## config.mk

```make
export PLATFORM = sky130hd
export DESIGN_NAME = bus_timing_config_decode
export DESIGN_NICKNAME = d
export VERILOG_FILES = /design/src/hw/timing_cfg_pkg.sv /design/src/hw/osc_timer_if.sv /design/src/hw/bus_timing_config_decode.sv /design/src/hw/osc_train_timer.sv
export SDC_FILE = /design/constraint.sdc
export NUM_CORES = 1
export LEC_CHECK = 0
export BUFFER_PORTS_ARGS = -buffer_cell sky130_fd_sc_hd__buf_2
export CORE_AREA = 2 2 86 88
export DETAILED_ROUTE_END_ITERATION = 8
export DIE_AREA = 0 0 88 90
export PLACE_DENSITY = 0.88
export SETUP_SLACK_MARGIN = 0.15
export SLEW_MARGIN = 15
export SYNTH_ARGS = -nofsm -noshare
export SYNTH_HDL_FRONTEND = slang
export SYNTH_SLANG_ARGS = --single-unit
```

## constraint.sdc

```tcl
create_clock -name clk_i -period 1.9 [get_ports clk_i]
set_input_delay 0.38 -clock clk_i [delete_from_list [all_inputs] [get_ports clk_i]]
set_output_delay 0.38 -clock clk_i [all_outputs]
set_load 0.1 [all_outputs]
```

## src/hw/timing_cfg_pkg.sv

```systemverilog
/*
 * Constants for the chip-period and second timing configuration decode.
 * Assumes a 25 MHz core clock derived from the trained oscillator.
 */
package timing_cfg_pkg;

	localparam logic [7:0] ADDR_CHIP_PERIOD = 8'h23;
	localparam logic [7:0] ADDR_CFG_TWO = 8'h24;
	localparam logic [3:0] CHIP_PERIOD_RESET = 4'h0;
	localparam logic [7:0] CFG_TWO_RESET = 8'h00;

	localparam int NIBBLE_SRC_BIT = 7;
	localparam int OSC_SEL_MSB = 6;
	localparam int OSC_SEL_LSB = 4;
	localparam int CAP_OFF_BIT = 3;
	localparam int RESERVED_BIT = 2;
	localparam int FRAG_SIZE_BIT = 1;
	localparam int DIAG_EN_BIT = 0;
	localparam logic [7:0] CFG_TWO_WMASK = 8'hFB;

	localparam logic [2:0] MODE_DSI3 = 3'h0;
	localparam logic [2:0] MODE_PSI5 = 3'h1;
	localparam logic [2:0] MODE_PSI5_PROG = 3'h2;
	localparam logic [2:0] MODE_SPI = 3'h3;
	localparam logic [2:0] MODE_I2C = 3'h4;

	// Chip and bit periods in tenths of a microsecond.
	localparam logic [6:0] DSI3_CHIP_TENTHS [16] = '{
		7'h0A, 7'h14, 7'h19, 7'h1A, 7'h1A, 7'h1B, 7'h1C, 7'h1D,
		7'h1E, 7'h1F, 7'h20, 7'h21, 7'h23, 7'h28, 7'h2D, 7'h32};
	localparam logic [6:0] CRM_CHIP_TENTHS = 7'h32;
	localparam logic [6:0] PSI5_FAST_TENTHS = 7'h35;
	localparam logic [6:0] PSI5_SLOW_TENTHS = 7'h50;
	localparam logic [3:0] DSI3_SLEW_FIRST_CODE = 4'h2;

	localparam logic [2:0] FRAG_CMD_SMALL = 3'h2;
	localparam logic [2:0] FRAG_RESP_SMALL = 3'h3;
	localparam logic [2:0] FRAG_CMD_LARGE = 3'h4;
	localparam logic [2:0] FRAG_RESP_LARGE = 3'h6;

	localparam int CLK_MHZ = 25;
	localparam int OSC_PERIOD_US = 4000;
	localparam int OSC_PERIOD_CYCLES = OSC_PERIOD_US * CLK_MHZ;
	localparam logic [6:0] OSC_MAX_PERIODS = 7'h40;

	function automatic logic [6:0] osc_target(input logic [2:0] sel);
		osc_target = (sel == 3'h0) ? OSC_MAX_PERIODS : (7'h01 << (sel - 3'h1));
	endfunction

endpackage

```

## src/hw/osc_timer_if.sv

```systemverilog
/*
 * Carries the oscillator-training timeout controls and the error flag.
 * Assumes both ends share the core clock.
 */
`timescale 1ns/10ps
`default_nettype none
interface osc_timer_if;
	logic run;
	logic clear;
	logic [2:0] sel;
	logic error_flag;
	modport timer (input run, input clear, input sel, output error_flag);
	modport ctrl (output run, output clear, output sel, input error_flag);
endinterface
`default_nettype wire

```

## src/hw/bus_timing_config_decode.sv

```systemverilog
/*
 * Chip-period and second timing configuration registers with their decode.
 * Assumes register strobes and mode level synchronous to the 25 MHz core clock.
 */
// Function
// - DSI3 low codes set chip time, no slew.
// - DSI3 high codes give 2.5 to 5.0.
// - Command and diagnostic traffic use 5 us.
// - PSI5 bit time 5.3 or 8.0 us.
// - SPI/I2C chip period stored, no effect.
// - Second register covered by array checksum.
// - Second register accessible only in listed modes.
// - Nibble source picks serial or user data.
// - Nibble source inert outside PSI5 modes.
// - Training error flag after selected periods.
// - DSI3 runs capacitor test unless disabled.
// - Capacitor fault sets buffer undervoltage error while the DSI3 capacitor test runs.
// - Undervoltage error blocks disabling writes.
// - Capacitor disable inert in SPI/I2C/PSI5.
// - Fragment size selects 2/3 or 4/6.
// - Diagnostic enable works only in DSI3.
`timescale 1ns/10ps
`default_nettype none
module bus_timing_config_decode
	import timing_cfg_pkg::*;
#(
	parameter int TICK_CYCLES = OSC_PERIOD_CYCLES
) (
	input wire logic clk_i,
	input wire logic arst_n_i,
	input wire logic [2:0] mode_i,
	input wire logic traffic_periodic_i,
	input wire logic [7:0] reg_addr_i,
	input wire logic [7:0] reg_wdata_i,
	input wire logic reg_wr_i,
	input wire logic reg_rd_i,
	input wire logic [7:0] serial_number_byte4_i,
	input wire logic [7:0] user_data_six_i,
	input wire logic [7:0] user_data_fourteen_i,
	input wire logic osc_train_run_i,
	input wire logic osc_train_clear_i,
	input wire logic cap_fault_i,
	output logic [7:0] reg_rdata_o,
	output logic reg_err_o,
	output logic [6:0] period_tenths_o,
	output logic slew_en_o,
	output logic period_active_o,
	output logic [3:0] init2_d19_o,
	output logic [3:0] init2_d20_o,
	output logic osc_train_error_flag_o,
	output logic cap_test_run_o,
	output logic buffer_undervoltage_error_o,
	output logic diag_active_o,
	output logic [2:0] diag_cmd_bits_o,
	output logic [2:0] diag_resp_chips_o,
	output logic [7:0] rw_checksum_o
);
	logic [3:0] chip_period_select_reg;
	logic [7:0] timing_config_two_reg;
	logic [7:0] reg_rdata_reg;
	logic reg_err_reg;
	logic [6:0] period_tenths_reg;
	logic slew_en_reg;
	logic period_active_reg;
	logic [3:0] d19_reg;
	logic [3:0] d20_reg;
	logic cap_test_run_reg;
	logic uv_reg;
	logic diag_active_reg;
	logic [2:0] diag_cmd_reg;
	logic [2:0] diag_resp_reg;
	logic [7:0] checksum_reg;

	osc_timer_if osc_bus ();

	osc_train_timer #(
		.TICK_CYCLES(TICK_CYCLES)
	) u_osc_timer (
		.clk_i(clk_i),
		.arst_n_i(arst_n_i),
		.tmr(osc_bus.timer)
	);

	assign osc_bus.run = osc_train_run_i;
	assign osc_bus.clear = osc_train_clear_i;
	assign osc_bus.sel = timing_config_two_reg[OSC_SEL_MSB:OSC_SEL_LSB];

	wire logic is_dsi3 = (mode_i == MODE_DSI3);
	wire logic is_psi5 = (mode_i == MODE_PSI5);
	wire logic is_psi5_any = is_psi5 || (mode_i == MODE_PSI5_PROG);
	wire logic access_ok = (mode_i == MODE_DSI3) || (mode_i == MODE_PSI5_PROG) ||
		(mode_i == MODE_SPI) || (mode_i == MODE_I2C);
	wire logic hit_cp = (reg_addr_i == ADDR_CHIP_PERIOD);
	wire logic hit_two = (reg_addr_i == ADDR_CFG_TWO);
	wire logic lock_block = uv_reg && reg_wdata_i[CAP_OFF_BIT] &&
		!timing_config_two_reg[CAP_OFF_BIT];
	wire logic wr_cp = reg_wr_i && access_ok && hit_cp;
	wire logic wr_two = reg_wr_i && access_ok && hit_two && !lock_block;
	wire logic refuse = (reg_wr_i || reg_rd_i) && (!access_ok || !(hit_cp || hit_two)) ||
		(reg_wr_i && access_ok && hit_two && lock_block);

	wire logic [3:0] chip_period_next = wr_cp ? reg_wdata_i[3:0] : chip_period_select_reg;
	wire logic [7:0] cfg_two_next = wr_two ? (reg_wdata_i & CFG_TWO_WMASK) :
		timing_config_two_reg;
	wire logic [7:0] read_mux = hit_cp ? {4'h0, chip_period_select_reg} :
		hit_two ? timing_config_two_reg : 8'h00;
	wire logic [7:0] rdata_next = (reg_rd_i && access_ok) ? read_mux : 8'h00;

	wire logic dsi3_slew = (chip_period_select_reg >= DSI3_SLEW_FIRST_CODE);
	wire logic [6:0] dsi3_tenths = traffic_periodic_i ?
		DSI3_CHIP_TENTHS[chip_period_select_reg] : CRM_CHIP_TENTHS;
	wire logic [6:0] psi5_tenths = chip_period_select_reg[3] ?
		PSI5_SLOW_TENTHS : PSI5_FAST_TENTHS;
	wire logic [6:0] period_next = is_dsi3 ? dsi3_tenths :
		is_psi5 ? psi5_tenths : 7'h00;
	wire logic slew_next = is_dsi3 ? (!traffic_periodic_i || dsi3_slew) : is_psi5;
	wire logic active_next = is_dsi3 || is_psi5;

	wire logic nib_user = timing_config_two_reg[NIBBLE_SRC_BIT];
	wire logic [3:0] d19_next = !is_psi5_any ? 4'h0 :
		nib_user ? user_data_six_i[7:4] : serial_number_byte4_i[7:4];
	wire logic [3:0] d20_next = !is_psi5_any ? 4'h0 :
		nib_user ? user_data_fourteen_i[7:4] : serial_number_byte4_i[3:0];

	wire logic cap_run_next = is_dsi3 && !timing_config_two_reg[CAP_OFF_BIT];
	// The error follows the fault level, so it clears when the fault recovers.
	wire logic uv_next = cap_fault_i && cap_run_next;

	wire logic diag_large = timing_config_two_reg[FRAG_SIZE_BIT];
	wire logic diag_next = is_dsi3 && timing_config_two_reg[DIAG_EN_BIT];
	wire logic [2:0] diag_cmd_next = !diag_next ? 3'h0 :
		diag_large ? FRAG_CMD_LARGE : FRAG_CMD_SMALL;
	wire logic [2:0] diag_resp_next = !diag_next ? 3'h0 :
		diag_large ? FRAG_RESP_LARGE : FRAG_RESP_SMALL;
	wire logic [7:0] checksum_next = {4'h0, chip_period_select_reg} ^
		timing_config_two_reg;

	always_ff @(posedge clk_i or negedge arst_n_i) begin
		if (!arst_n_i) begin
			chip_period_select_reg <= CHIP_PERIOD_RESET;
			timing_config_two_reg <= CFG_TWO_RESET;
		end else begin
			chip_period_select_reg <= chip_period_next;
			timing_config_two_reg <= cfg_two_next;
		end
	end

	always_ff @(posedge clk_i or negedge arst_n_i) begin
		if (!arst_n_i) begin
			reg_rdata_reg <= 8'h00;
			reg_err_reg <= 1'b0;
			checksum_reg <= 8'h00;
		end else begin
			reg_rdata_reg <= rdata_next;
			reg_err_reg <= refuse;
			checksum_reg <= checksum_next;
		end
	end

	always_ff @(posedge clk_i or negedge arst_n_i) begin
		if (!arst_n_i) begin
			period_tenths_reg <= 7'h00;
			slew_en_reg <= 1'b0;
			period_active_reg <= 1'b0;
			d19_reg <= 4'h0;
			d20_reg <= 4'h0;
		end else begin
			period_tenths_reg <= period_next;
			slew_en_reg <= slew_next;
			period_active_reg <= active_next;
			d19_reg <= d19_next;
			d20_reg <= d20_next;
		end
	end

	always_ff @(posedge clk_i or negedge arst_n_i) begin
		if (!arst_n_i) begin
			cap_test_run_reg <= 1'b0;
			uv_reg <= 1'b0;
			diag_active_reg <= 1'b0;
			diag_cmd_reg <= 3'h0;
			diag_resp_reg <= 3'h0;
		end else begin
			cap_test_run_reg <= cap_run_next;
			uv_reg <= uv_next;
			diag_active_reg <= diag_next;
			diag_cmd_reg <= diag_cmd_next;
			diag_resp_reg <= diag_resp_next;
		end
	end

	assign reg_rdata_o = reg_rdata_reg;
	assign reg_err_o = reg_err_reg;
	assign period_tenths_o = period_tenths_reg;
	assign slew_en_o = slew_en_reg;
	assign period_active_o = period_active_reg;
	assign init2_d19_o = d19_reg;
	assign init2_d20_o = d20_reg;
	assign osc_train_error_flag_o = osc_bus.error_flag;
	assign cap_test_run_o = cap_test_run_reg;
	assign buffer_undervoltage_error_o = uv_reg;
	assign diag_active_o = diag_active_reg;
	assign diag_cmd_bits_o = diag_cmd_reg;
	assign diag_resp_chips_o = diag_resp_reg;
	assign rw_checksum_o = checksum_reg;
endmodule // bus_timing_config_decode
`default_nettype wire

```

## src/hw/osc_train_timer.sv

```systemverilog
/*
 * Counts 4 ms periods while oscillator training runs and raises the error flag.
 * Assumes a synchronous run level and a clear pulse from the register block.
 */
`timescale 1ns/10ps
`default_nettype none
module osc_train_timer
	import timing_cfg_pkg::*;
#(
	parameter int TICK_CYCLES = OSC_PERIOD_CYCLES
) (
	input wire logic clk_i,
	input wire logic arst_n_i,
	osc_timer_if.timer tmr
);
	logic [16:0] tick_cnt_reg;
	logic [6:0] period_cnt_reg;
	logic flag_reg;
	wire logic tick_done = (tick_cnt_reg == 17'(TICK_CYCLES - 1));
	wire logic reach = tick_done && ((period_cnt_reg + 7'h01) == osc_target(tmr.sel));
	wire logic [16:0] tick_cnt_next = (!tmr.run || tmr.clear || tick_done) ? 17'h0 :
		tick_cnt_reg + 17'h1;
	wire logic [6:0] period_cnt_next = (!tmr.run || tmr.clear) ? 7'h00 :
		(tick_done && !flag_reg) ? period_cnt_reg + 7'h01 : period_cnt_reg;
	// A set in the cycle of a clear wins.
	wire logic flag_next = (tmr.run && reach) || (flag_reg && !tmr.clear);

	always_ff @(posedge clk_i or negedge arst_n_i) begin
		if (!arst_n_i) begin
			tick_cnt_reg <= 17'h0;
			period_cnt_reg <= 7'h00;
			flag_reg <= 1'b0;
		end else begin
			tick_cnt_reg <= tick_cnt_next;
			period_cnt_reg <= period_cnt_next;
			flag_reg <= flag_next;
		end
	end

	assign tmr.error_flag = flag_reg;
endmodule // osc_train_timer
`default_nettype wire

```

# Word level (Yosys, flattened, before mapping)

Memories as Yosys holds them, arrays and structs flattened.
Index checks and enable logic that the tools add are counted.

Flip-flop bits (word level): 79
Memory bits (read-only): 112
Input port bits: 51
Output and inout port bits: 44
Word-level logic and storage cells: 97
Memories: 1

Add/sub/neg operators: 3
Magnitude comparators: 2
Equal/unequal tests: 8
Shifts and indexed selects: 1
Multiplexer cells: 22
Bitwise logic cells: 2
Reduce and logical (&&, ||, !) cells: 40

Memory list:

| name            | depth | width | rd ports | clocked after Yosys merged registers in | wr ports | line                            | source |
|---|---|---|---|---|---|---|---|
| (no name shown) | 16    | 7     | 1        | 0                                       | 0        | bus_timing_config_decode.sv:111 | `DSI3_CHIP_TENTHS[chip_period_select_reg] : CRM_CHIP_TENTHS;` |

Operators with widths:

| cell                                                 | count |
|---|---|
| two-way mux 7 bit                                    | 9 |
| two-way mux 8 bit                                    | 3 |
| adder 17 x 1 -> 17 bit (second input constant)       | 1 |
| equality test 17 bit (second input constant)         | 1 |
| two-way mux 17 bit                                   | 1 |
| equality test 8 x 6 -> 1 bit (second input constant) | 2 |
| logical AND 1 bit                                    | 16 |
| two-way mux 4 bit                                    | 4 |
| logical OR 1 bit                                     | 13 |
| two-way mux 3 bit                                    | 4 |
| zero test 1 bit                                      | 8 |
| bitwise XOR 4 x 8 -> 8 bit                           | 1 |
| adder 7 x 1 -> 7 bit (second input constant)         | 1 |
| equality test 7 bit                                  | 1 |
| << shifter 1 x 3 -> 7 bit (first input constant)     | 1 |
| equality test 3 x 2 -> 1 bit (second input constant) | 2 |
| zero test 3 bit                                      | 2 |
| >= comparator 5 bit (second input constant)          | 1 |
| NOT 4 -> 5 bit                                       | 1 |
| >= comparator 4 x 2 -> 1 bit (second input constant) | 1 |
| equality test 3 x 1 -> 1 bit (second input constant) | 1 |
| equality test 3 bit (second input constant)          | 1 |
| subtractor 3 x 1 -> 3 bit (second input constant)    | 1 |
| nonzero test 2 bit                                   | 1 |
| two-way mux 1 bit                                    | 1 |

# Depth between registers and ports, before layout

Gate-level depths: netlist of run 1.

Depth after elaboration: 8
Mapped depth: 8
Depth with buffers taken out: 7

# Modules after synthesis

From an unflattened synthesis of run 1, not the netlist that was laid out.

Cells, all modules: 330
Area, all modules: 3613.5 sq um

Modules (own cells, without submodules):

| module                   | times used | cells each | area an instance (sq um) | seq. area each (sq um) |
|---|---|---|---|---|
| bus_timing_config_decode | 1          | 176        | 2148.3                   | 1251.2 |
| osc_train_timer          | 1          | 154        | 1465.2                   | 625.6 |

# Least setup slack after synthesis of run 1

Ideal clock, no wire load.

Path type: input -> register
Start point: in reg_addr_i[4]
End point: reg chip_period_select_reg[0]
Setup time: 0.125 ns
Data arrival time: 1.834 ns
Required time: 1.775 ns
Slack: -0.060 ns
Cell stages on the path: 5
Path buffers: 1
Path through: or4b_4 nor4_4 and3_1 buf_6 mux2_4

Word-level cells in the longest chain between the ends: 2

Ends and longest elaborated chain:

| what                         | line                            | source |
|---|---|---|
| start: declaration           | bus_timing_config_decode.sv:33  | `input wire logic [7:0] reg_addr_i,` |
| equality test 8 x 6 -> 1 bit | bus_timing_config_decode.sv:93  | `wire logic hit_cp = (reg_addr_i == ADDR_CHIP_PERIOD);` |
| logical AND 1 bit            | bus_timing_config_decode.sv:97  | `wire logic wr_cp = reg_wr_i && access_ok && hit_cp;` |
| end signal: assignment       | bus_timing_config_decode.sv:143 | `chip_period_select_reg <= chip_period_next;` |
| end: declaration             | bus_timing_config_decode.sv:58  | `logic [3:0] chip_period_select_reg;` |

Every way passes these cells.
A chain may end at the register's enable or synchronous reset.

# Worst setup path in the final report of run 1

Start point: reg timing_config_two_reg[5]
End point: reg u_osc_timer.flag_reg (netlist: u_osc_timer.tmr.error_flag)

Word-level cells in the longest chain between the ends: 7
Elaborated cells between the ends (all ways): 8
Classes of those cells: add/sub (1); eq/ne (1); shift (1); mux (1); reduce/logical (4)

Ends and longest elaborated chain:

| what                      | line                            | source |
|---|---|---|
| start: declaration        | bus_timing_config_decode.sv:59  | `logic [7:0] timing_config_two_reg;` |
| start signal: assignment  | bus_timing_config_decode.sv:144 | `timing_config_two_reg <= cfg_two_next;` |
| subtractor 3 x 1 -> 3 bit | timing_cfg_pkg.sv:47            | `osc_target = (sel == 3'h0) ? OSC_MAX_PERIODS : (7'h01 << (sel - 3'h1));` |
| << shifter 1 x 3 -> 7 bit | timing_cfg_pkg.sv:47            |  |
| two-way mux 7 bit (*)     | timing_cfg_pkg.sv:47            |  |
| equality test 7 bit (*)   | osc_train_timer.sv:20           | `wire logic reach = tick_done && ((period_cnt_reg + 7'h01) == osc_target(tmr.sel));` |
| logical AND 1 bit (*)     | osc_train_timer.sv:20           |  |
| logical AND 1 bit (*)     | osc_train_timer.sv:26           | `wire logic flag_next = (tmr.run && reach) \|\| (flag_reg && !tmr.clear);` |
| logical OR 1 bit (*)      | osc_train_timer.sv:26           |  |
| net u_osc_timer.flag_next | osc_train_timer.sv:26           |  |
| end signal: assignment    | osc_train_timer.sv:36           | `flag_reg <= flag_next;` |
| end: declaration          | osc_train_timer.sv:18           | `logic flag_reg;` |

The timed path passes the listed nets; every way through them passes the cells marked *.

==> metrics.md, run 1 <==
| Metric | Value |
|---|---|
| Post-synth EDFFs | `0` |
| Max Slew Vio Count | `0` |
| Critical hold path startpoint | `cap_fault_i` |
| Routed WL | `8.25 mm` |
| Worst skew pair latency | `around 0.35 ns` |
| Post-Route Setup TNS | `0 ns` |
| Max Cap Viol | `0` |
| Htree depth | `3` |
| R2R Path Start | `timing_config_two_reg[5]` |
| CTS clock-pin slew for the worst setup and hold paths | `roughly 0.09 ns` |
| Slew @ Worst Pin | `a little over 0.5 ns` |
| Power Density | `roughly 740 nW/µm²` |
| Mapped Area | `3630 µm²` |
| Worst Setup Slack, final | `between 0.1 and 0.15 ns` |
| Hold Violations, Final | `0` |
| Stages on the worst setup path | `6` |
| Pre-Repair DR Iteration Count | `4` |
| Most frequent cells in the layout | `84 x buf_2, 72 x dfrtp_1, 38 x nor2_1` |
| Io pins | `95` |
| FMAX | `between 500 and 600 MHz` |
| DR vias | `a little under 3000` |
| FF-to-FF path depth | `6` |
| Main synth FF type | `dfrtp_1` |
| Leakage power | `roughly 2.3 nW` |
| Critical path buffers and inverters | `1` |
| Post-DP HPWL | `around 5.6 mm` |
| Dpl ws | `-0.187 ns` |
| RR Endpoint | `u_osc_timer.tmr.error_flag` |
| Synth warn | `0` |
| Clock Tree Buf Depth | `2` |
| Synth area leaders | `dfrtp_1 52%, mux2_4 4.1%, nor2_1 4.0%` |
| Synth cell types | `55` |
| Post-Synthesis Cells | `334` |
| Flip-flop count of the largest register after layout | `17` |
| ANT cells | `0` |
| Die X | `around 90 µm` |
| CTS tree | `yes` |
| Area leader, netlist | `dfrtp_1` |
| Crit path launch | `timing_config_two_reg[5]` |
| Worst Path Max Fanout | `2` |
| CP Capture Type | `register` |
| Worst setup SP type | `register` |
| Port bufs | `85` |
| DRC errors left | `0` |
| Syn Nets | `~390` |
| Core area | `7020 µm²` |
| Root buffer cell | `clkbuf_8` |
| Avg Cell Area, Syn | `roughly 11 µm²` |
| Clock sinks | `75` |
| Post-DRT Antenna Nets | `0` |
| Synthesis-to-layout area growth | `28.0%` |
| # rows | `31` |
| Worst path slowest cell | `o41a_1` |
| Global-route wire length before repair | `roughly 13 mm` |
| Post-synthesis sequential area ratio | `between 50 and 60%` |
| Vias in the first global route | `between 2000 and 3000` |
| Final GP Congestion | `~0.8` |
| CP max stage delay | `roughly 0.43 ns` |
| CP delay by family, top | `compound AO/OA/AOI/OAI gates` |
| Share of layout cells above drive strength 1 | `36.5%` |
| DRT iter0 DRCs | `140` |
| Max VDD drop | `0.000456 V` |
| Outcome | `finished clean` |
| Critical path data arrival time | `between 2 and 2.5 ns` |
| Tcrit/Tclk final | `a little over nine tenths` |
| CTS Buf Count | `9` |
| Gr ovfl total | `0` |
| Critical Path Sink | `u_osc_timer.tmr.error_flag` |
| Critical Setup Path Class | `reg2reg` |
| Die Ht | `90 µm` |
| #FFs+latches synth | `75` |
| Wirelength per Cell | `approximately 15 µm` |
| Net count, final | `499` |
| Ys async rst share | `100%` |
| Skew final | `between 0.008 and 0.009 ns` |
| RSZ-0062 raised after global routing | `yes` |
| Worst Hold Class | `in2reg` |
| Yosys top cell area share | `roughly half` |
| CP cell instances | `buf_6, nor3b_4, xnor3_1, nand2_1, o41a_1, a31oi_1` |
| Final setup violating endpoints | `0` |
| Initial Utilization | `approximately half` |
| GRT Overall Usage | `between 20% and 30%` |
| Commonest non-fill, non-tap cell in the layout | `buf_2` |
| Reg2reg setup slack | `about 0.12 ns` |
| Final min period | `1.78 ns` |
| CP required | `between 2 and 2.5 ns` |
| Relative slew slack | `approximately two thirds` |
| Initial antenna violation count | `0` |
| Via density | `5.38` |
| Pin count of the biggest net entering global routing | `37` |
| Die area | `roughly 7900 µm²` |
[cell type report]
class	instances	area [µm²]
Clock buffer	9	124
Clock inverter	7	85.1
Fill cell	512	2380
Inverter	5	18.8
Multi-Input combinational cell	236	1720
Sequential cell	75	1880
Tap cell	99	124
Timing Repair Buffer	115	693
[cell usage after synthesis (2+ instances only)]
library cell and number:
o22ai_1 2, a21oi_1 12, and2_1 7, and3_1 10, nor2_1 39, dfrtp_1 75
o21ai_0 8, inv_1 5, xor2_1 14, xnor2_1 12, nand2_1 26, a22oi_1 3
nand2b_1 6, nand4_1 5, mux2i_1 13, mux2_4 10, clkbuf_1 12, nor2b_1 9
buf_4 4, o21ai_1 3, nor4_1 2, or3_1 4, ha_1 6, a31oi_1 2
nor3b_1 5, nand3_1 8, and4_1 4
[cell families (layout without fill, tap and decap cells)]
logic type	after synthesis	in the layout	share of synthesized area (%)
buffers and inverters	23	136	3.00
other	1	1	0.103
adder cells (fa/ha/maj)	6	6	2.07
flip-flops	75	75	51.7
XOR/XNOR	27	27	6.90
multiplexers	24	24	8.10
AND/OR/NAND/NOR	135	135	20.2
AO/OA/AOI/OAI	43	43	7.90
[worst min path at each step]
stage / to / slack (ns) / depth (start not counted)
after floorplan: buffer_undervoltage_error_o / 0.08 / 0
after detailed placement: period_tenths_o[4] / 0.37 / 1
final: buffer_undervoltage_error_o / 0.23 / 2
after global placement: period_tenths_o[2] / 0.36 / 1
after CTS: buffer_undervoltage_error_o / 0.23 / 2
after global routing: buffer_undervoltage_error_o / 0.24 / 2
[layer usage]
layer,wire length [µm],vias up,global-route usage [%]
li1,-,1362,-
met1,3340,1435,26.3
met2,4220,116,33.7
met3,524,22,5.23
met4,165,0,6.67
met5,0,-,0
[stage by stage]
| stage | area [µm²] | utilization [%] | hold WS, ns | total power [W] | instances |
|---|---|---|---|---|---|
| 2_1_floorplan | 3630 | - | 0.0844 | 0.00198 | 334 |
| 3_3_place_gp | 4240 | 60.3 | 0.360 | 0.00212 | 516 |
| 3_5_place_dp | 4240 | 60.3 | 0.373 | 0.00213 | 516 |
| 4_1_cts | 4510 | 64.2 | 0.226 | 0.00343 | 537 |
| 5_1_grt | 4640 | 66.1 | 0.236 | 0.00355 | 546 |
| 6_report | 4640 | 66.1 | 0.230 | 0.00342 | 546 |
[report_power, final]
group / total (W) / internal, W / switching [W]
combinational: 0.000454 / 0.000121 / 0.000333
sequential: 0.00166 / 0.00163 / 0.0000269
clock: 0.00131 / 0.000639 / 0.000668
[repair_timing]
| action | 4_1_cts | 5_1_grt |
|---|---|---|
| endpoints found under the setup margin | 8 | 16 |
| gates resized for setup | 4 | 19 |
| hold buffers | 1 | 0 |
| hold endpoints to repair | 34 | 0 |
| setup buffers | 4 | 9 |
| pin swaps | 4 | 9 |
| gates cloned | 0 | 0 |
Note: power is estimated with default switching activity, not from simulation.
==> run 2, diff against run 1 <==
SETUP_SLACK_MARGIN = 0.5   (was 0.15)
==> metrics.md, run 2 (synthesis gave the netlist of run 1 again) <==
| Metric | Value |
|---|---|
| Power Density | `702 nW/µm² (was 736 nW/µm²)` |
| Power Total | `0.00370 W (was 0.00342 W)` |
| Commonest non-fill, non-tap cell in the layout | `buf_4 (was buf_2)` |
| Pin count of the biggest net entering global routing | `46 (was 37)` |
| Net Sw Frac | `28.1% (was 30.1%)` |
| Comb pwr share | `13.6% (was 13.3%)` |
| Global-route wire length before repair | `14.2 mm (was 12.9 mm)` |
| Net count, final | `519 (was 499)` |
| Root buffer cell | `clkbuf_8 (unchanged)` |
| Flip-flop count of the largest register after layout | `17 (unchanged)` |
| Initial antenna violation count | `0 (unchanged)` |
| Critical Setup Path Class | `reg2reg (unchanged)` |
| Core area | `7020 µm² (unchanged)` |
| Final GP Congestion | `0.867 (was 0.819)` |
| Final core utilization | `75.1% (was 66.1%)` |
| Post-DRT Antenna Nets | `0 (unchanged)` |
| Switching pwr | `0.00104 W (was 0.00103 W)` |
| # rows | `31 (unchanged)` |
| Dpl ws | `-0.195 ns (was -0.187 ns)` |
| CP required | `2.15 ns (was 2.16 ns)` |
| CTS tree | `yes (unchanged)` |
| RSZ-0062 raised after global routing | `yes (unchanged)` |
| Clock power share | `41.6% (was 38.3%)` |
| Max Slew Vio Count | `0 (unchanged)` |
| DR vias | `3139 (was 2935)` |
| Via density | `5.55 (was 5.38)` |
| Critical path data arrival time | `1.94 ns (was 2.04 ns)` |
| Initial Utilization | `51.7% (unchanged)` |
| Seq pwr share | `44.7% (was 48.5%)` |
| Die X | `88 µm (unchanged)` |
| Max VDD drop | `0.000491 V (was 0.000456 V)` |
| Leakage power | `2.40 nW (was 2.27 nW)` |
| Post-DP HPWL | `5.48 mm (was 5.64 mm)` |
| Routed WL | `10.0 mm (was 8.25 mm)` |
| Clock sinks | `75 (unchanged)` |
| Fillcell total | `425 (was 512)` |
| Int Power | `0.00266 W (was 0.00239 W)` |
| Tcrit/Tclk final | `89.1% (was 93.7%)` |
| Worst Setup Slack, final | `0.207 ns (was 0.120 ns)` |
| Htree depth | `3 (unchanged)` |
| Port bufs | `85 (unchanged)` |
| CTS clock-pin slew for the worst setup and hold paths | `0.08 ns (was 0.09 ns)` |
| Area of placed instances | `4250 µm² (was 4240 µm²)` |
| ANT cells | `0 (unchanged)` |
| Worst skew pair latency | `0.36 ns (was 0.35 ns)` |
| Synthesis-to-layout area growth | `45.3% (was 28.0%)` |
| CP Capture Type | `register (unchanged)` |
| Hold Violations, Final | `0 (unchanged)` |
| Share of layout cells above drive strength 1 | `48.2% (was 36.5%)` |
| Worst Hold Class | `in2reg (unchanged)` |
| Max Cap Viol | `0 (unchanged)` |
| Final min period | `1.69 ns (was 1.78 ns)` |
| CTS Buf Count | `9 (unchanged)` |
| Final Cell Area | `5270 µm² (was 4640 µm²)` |
| Outcome | `finished clean (unchanged)` |
| Vias in the first global route | `3015 (was 2819)` |
| Gr ovfl total | `0 (unchanged)` |
| Clock Tree Buf Depth | `2 (unchanged)` |
| Most frequent cells in the layout | `72 x buf_4, 64 x dfrtp_1, 40 x buf_2 (was 84 x buf_2, 72 x dfrtp_1, 38 x nor2_1)` |
| DRT iter0 DRCs | `133 (was 140)` |
| WHS | `0.219 ns (was 0.230 ns)` |
| Skew final | `0.00499 ns (was 0.00855 ns)` |
| Relative slew slack | `60.7% (was 65.4%)` |
| Die Ht | `90 µm (unchanged)` |
| Worst setup SP type | `register (unchanged)` |
| FMAX | `591 MHz (was 562 MHz)` |
| Io pins | `95 (unchanged)` |
| Final setup violating endpoints | `0 (unchanged)` |
| GRT Overall Usage | `22.8% (was 20.5%)` |
| Slew @ Worst Pin | `0.589 ns (was 0.519 ns)` |
| Pre-Repair DR Iteration Count | `4 (unchanged)` |
| Die area | `7920 µm² (unchanged)` |
| DRC errors left | `0 (unchanged)` |
| Wirelength per Cell | `17.7 µm (was 15.1 µm)` |
| Worst Path Max Fanout | `7 (was 2)` |
## run 2: metal layers
layer | vias up | share of wire [%] | GRT usage [%]
met4 | 0 | 2.3 | 5.26
met3 | 27 | 6.1 | 5.97
met2 | 140 | 52 | 37.9
met5 | - | 0 | 0
met1 | 1562 | 39 | 29.6
li1 | 1410 | - | -
## run 2: cell type report
class / count / area [µm²] / area share [%]
repair buffers: 135 / 1080 / 20.4
clock inverters: 7 / 124 / 2.35
multi-input cells: 236 / 1900 / 36.1
clock buffers: 9 / 124 / 2.35
well taps: 99 / 124 / 2.35
flip-flops and latches: 75 / 1900 / 36.1
inverters: 5 / 18.8 / 0.356
## run 2: worst paths after layout
| kind | start | to | slack, ns | depth (start not counted) |
|---|---|---|---|---|
| max | u_osc_timer.tick_cnt_reg[0] | u_osc_timer.tick_cnt_reg[5] | 0.21 | 9 |
| min | cap_fault_i | buffer_undervoltage_error_o | 0.22 | 2 |
| max reg2reg | u_osc_timer.tick_cnt_reg[0] | u_osc_timer.tick_cnt_reg[5] | 0.21 | 9 |
| min reg2reg | timing_config_two_reg[4] | rw_checksum_o[4] | 0.53 | 0 |
| max in group asynchronous | arst_n_i | timing_config_two_reg[4] | 0.83 | 3 |
| min in group asynchronous | arst_n_i | u_osc_timer.tick_cnt_reg[13] | 0.49 | 2 |
## run 2: timing repair
item | CTS | global route
setup buffers | 21 | 16
hold buffers | 1 | 0
pin swaps | 19 | 25
endpoints found under the hold margin | 30 | 0
gates cloned | 0 | 0
gates resized for setup | 96 | 49
endpoints found under the setup margin | 84 | 57
## run 2: power by group through the flow
stage	Combinational [W]	Clock, W	Sequential, W
after floorplan	0.000117	0	0.00187
after global placement	0.000434	0	0.00168
after detailed placement	0.000442	0	0.00168
after CTS	0.000475	0.00152	0.00165
after global routing	0.000532	0.00162	0.00166
final	0.000505	0.00154	0.00166
## run 2: stage by stage
stage | TNS [ns] | cells
final | 0 | 566
after global routing | 0 | 566
after CTS | 0 | 550
after detailed placement | -1.57 | 512
after global placement | -1.16 | 512
after floorplan | -0.565 | 334
## run 2: critical path, stage by stage, from the launching register on
cell and delay (ns):
dfrtp_1 0.41, ha_2 0.19, and4_1 0.20, nand4_1 0.12, buf_6 0.17, buf_4 0.13, buf_6 0.11, nand2_4 0.06
buf_8 0.15, nor2_2 0.05
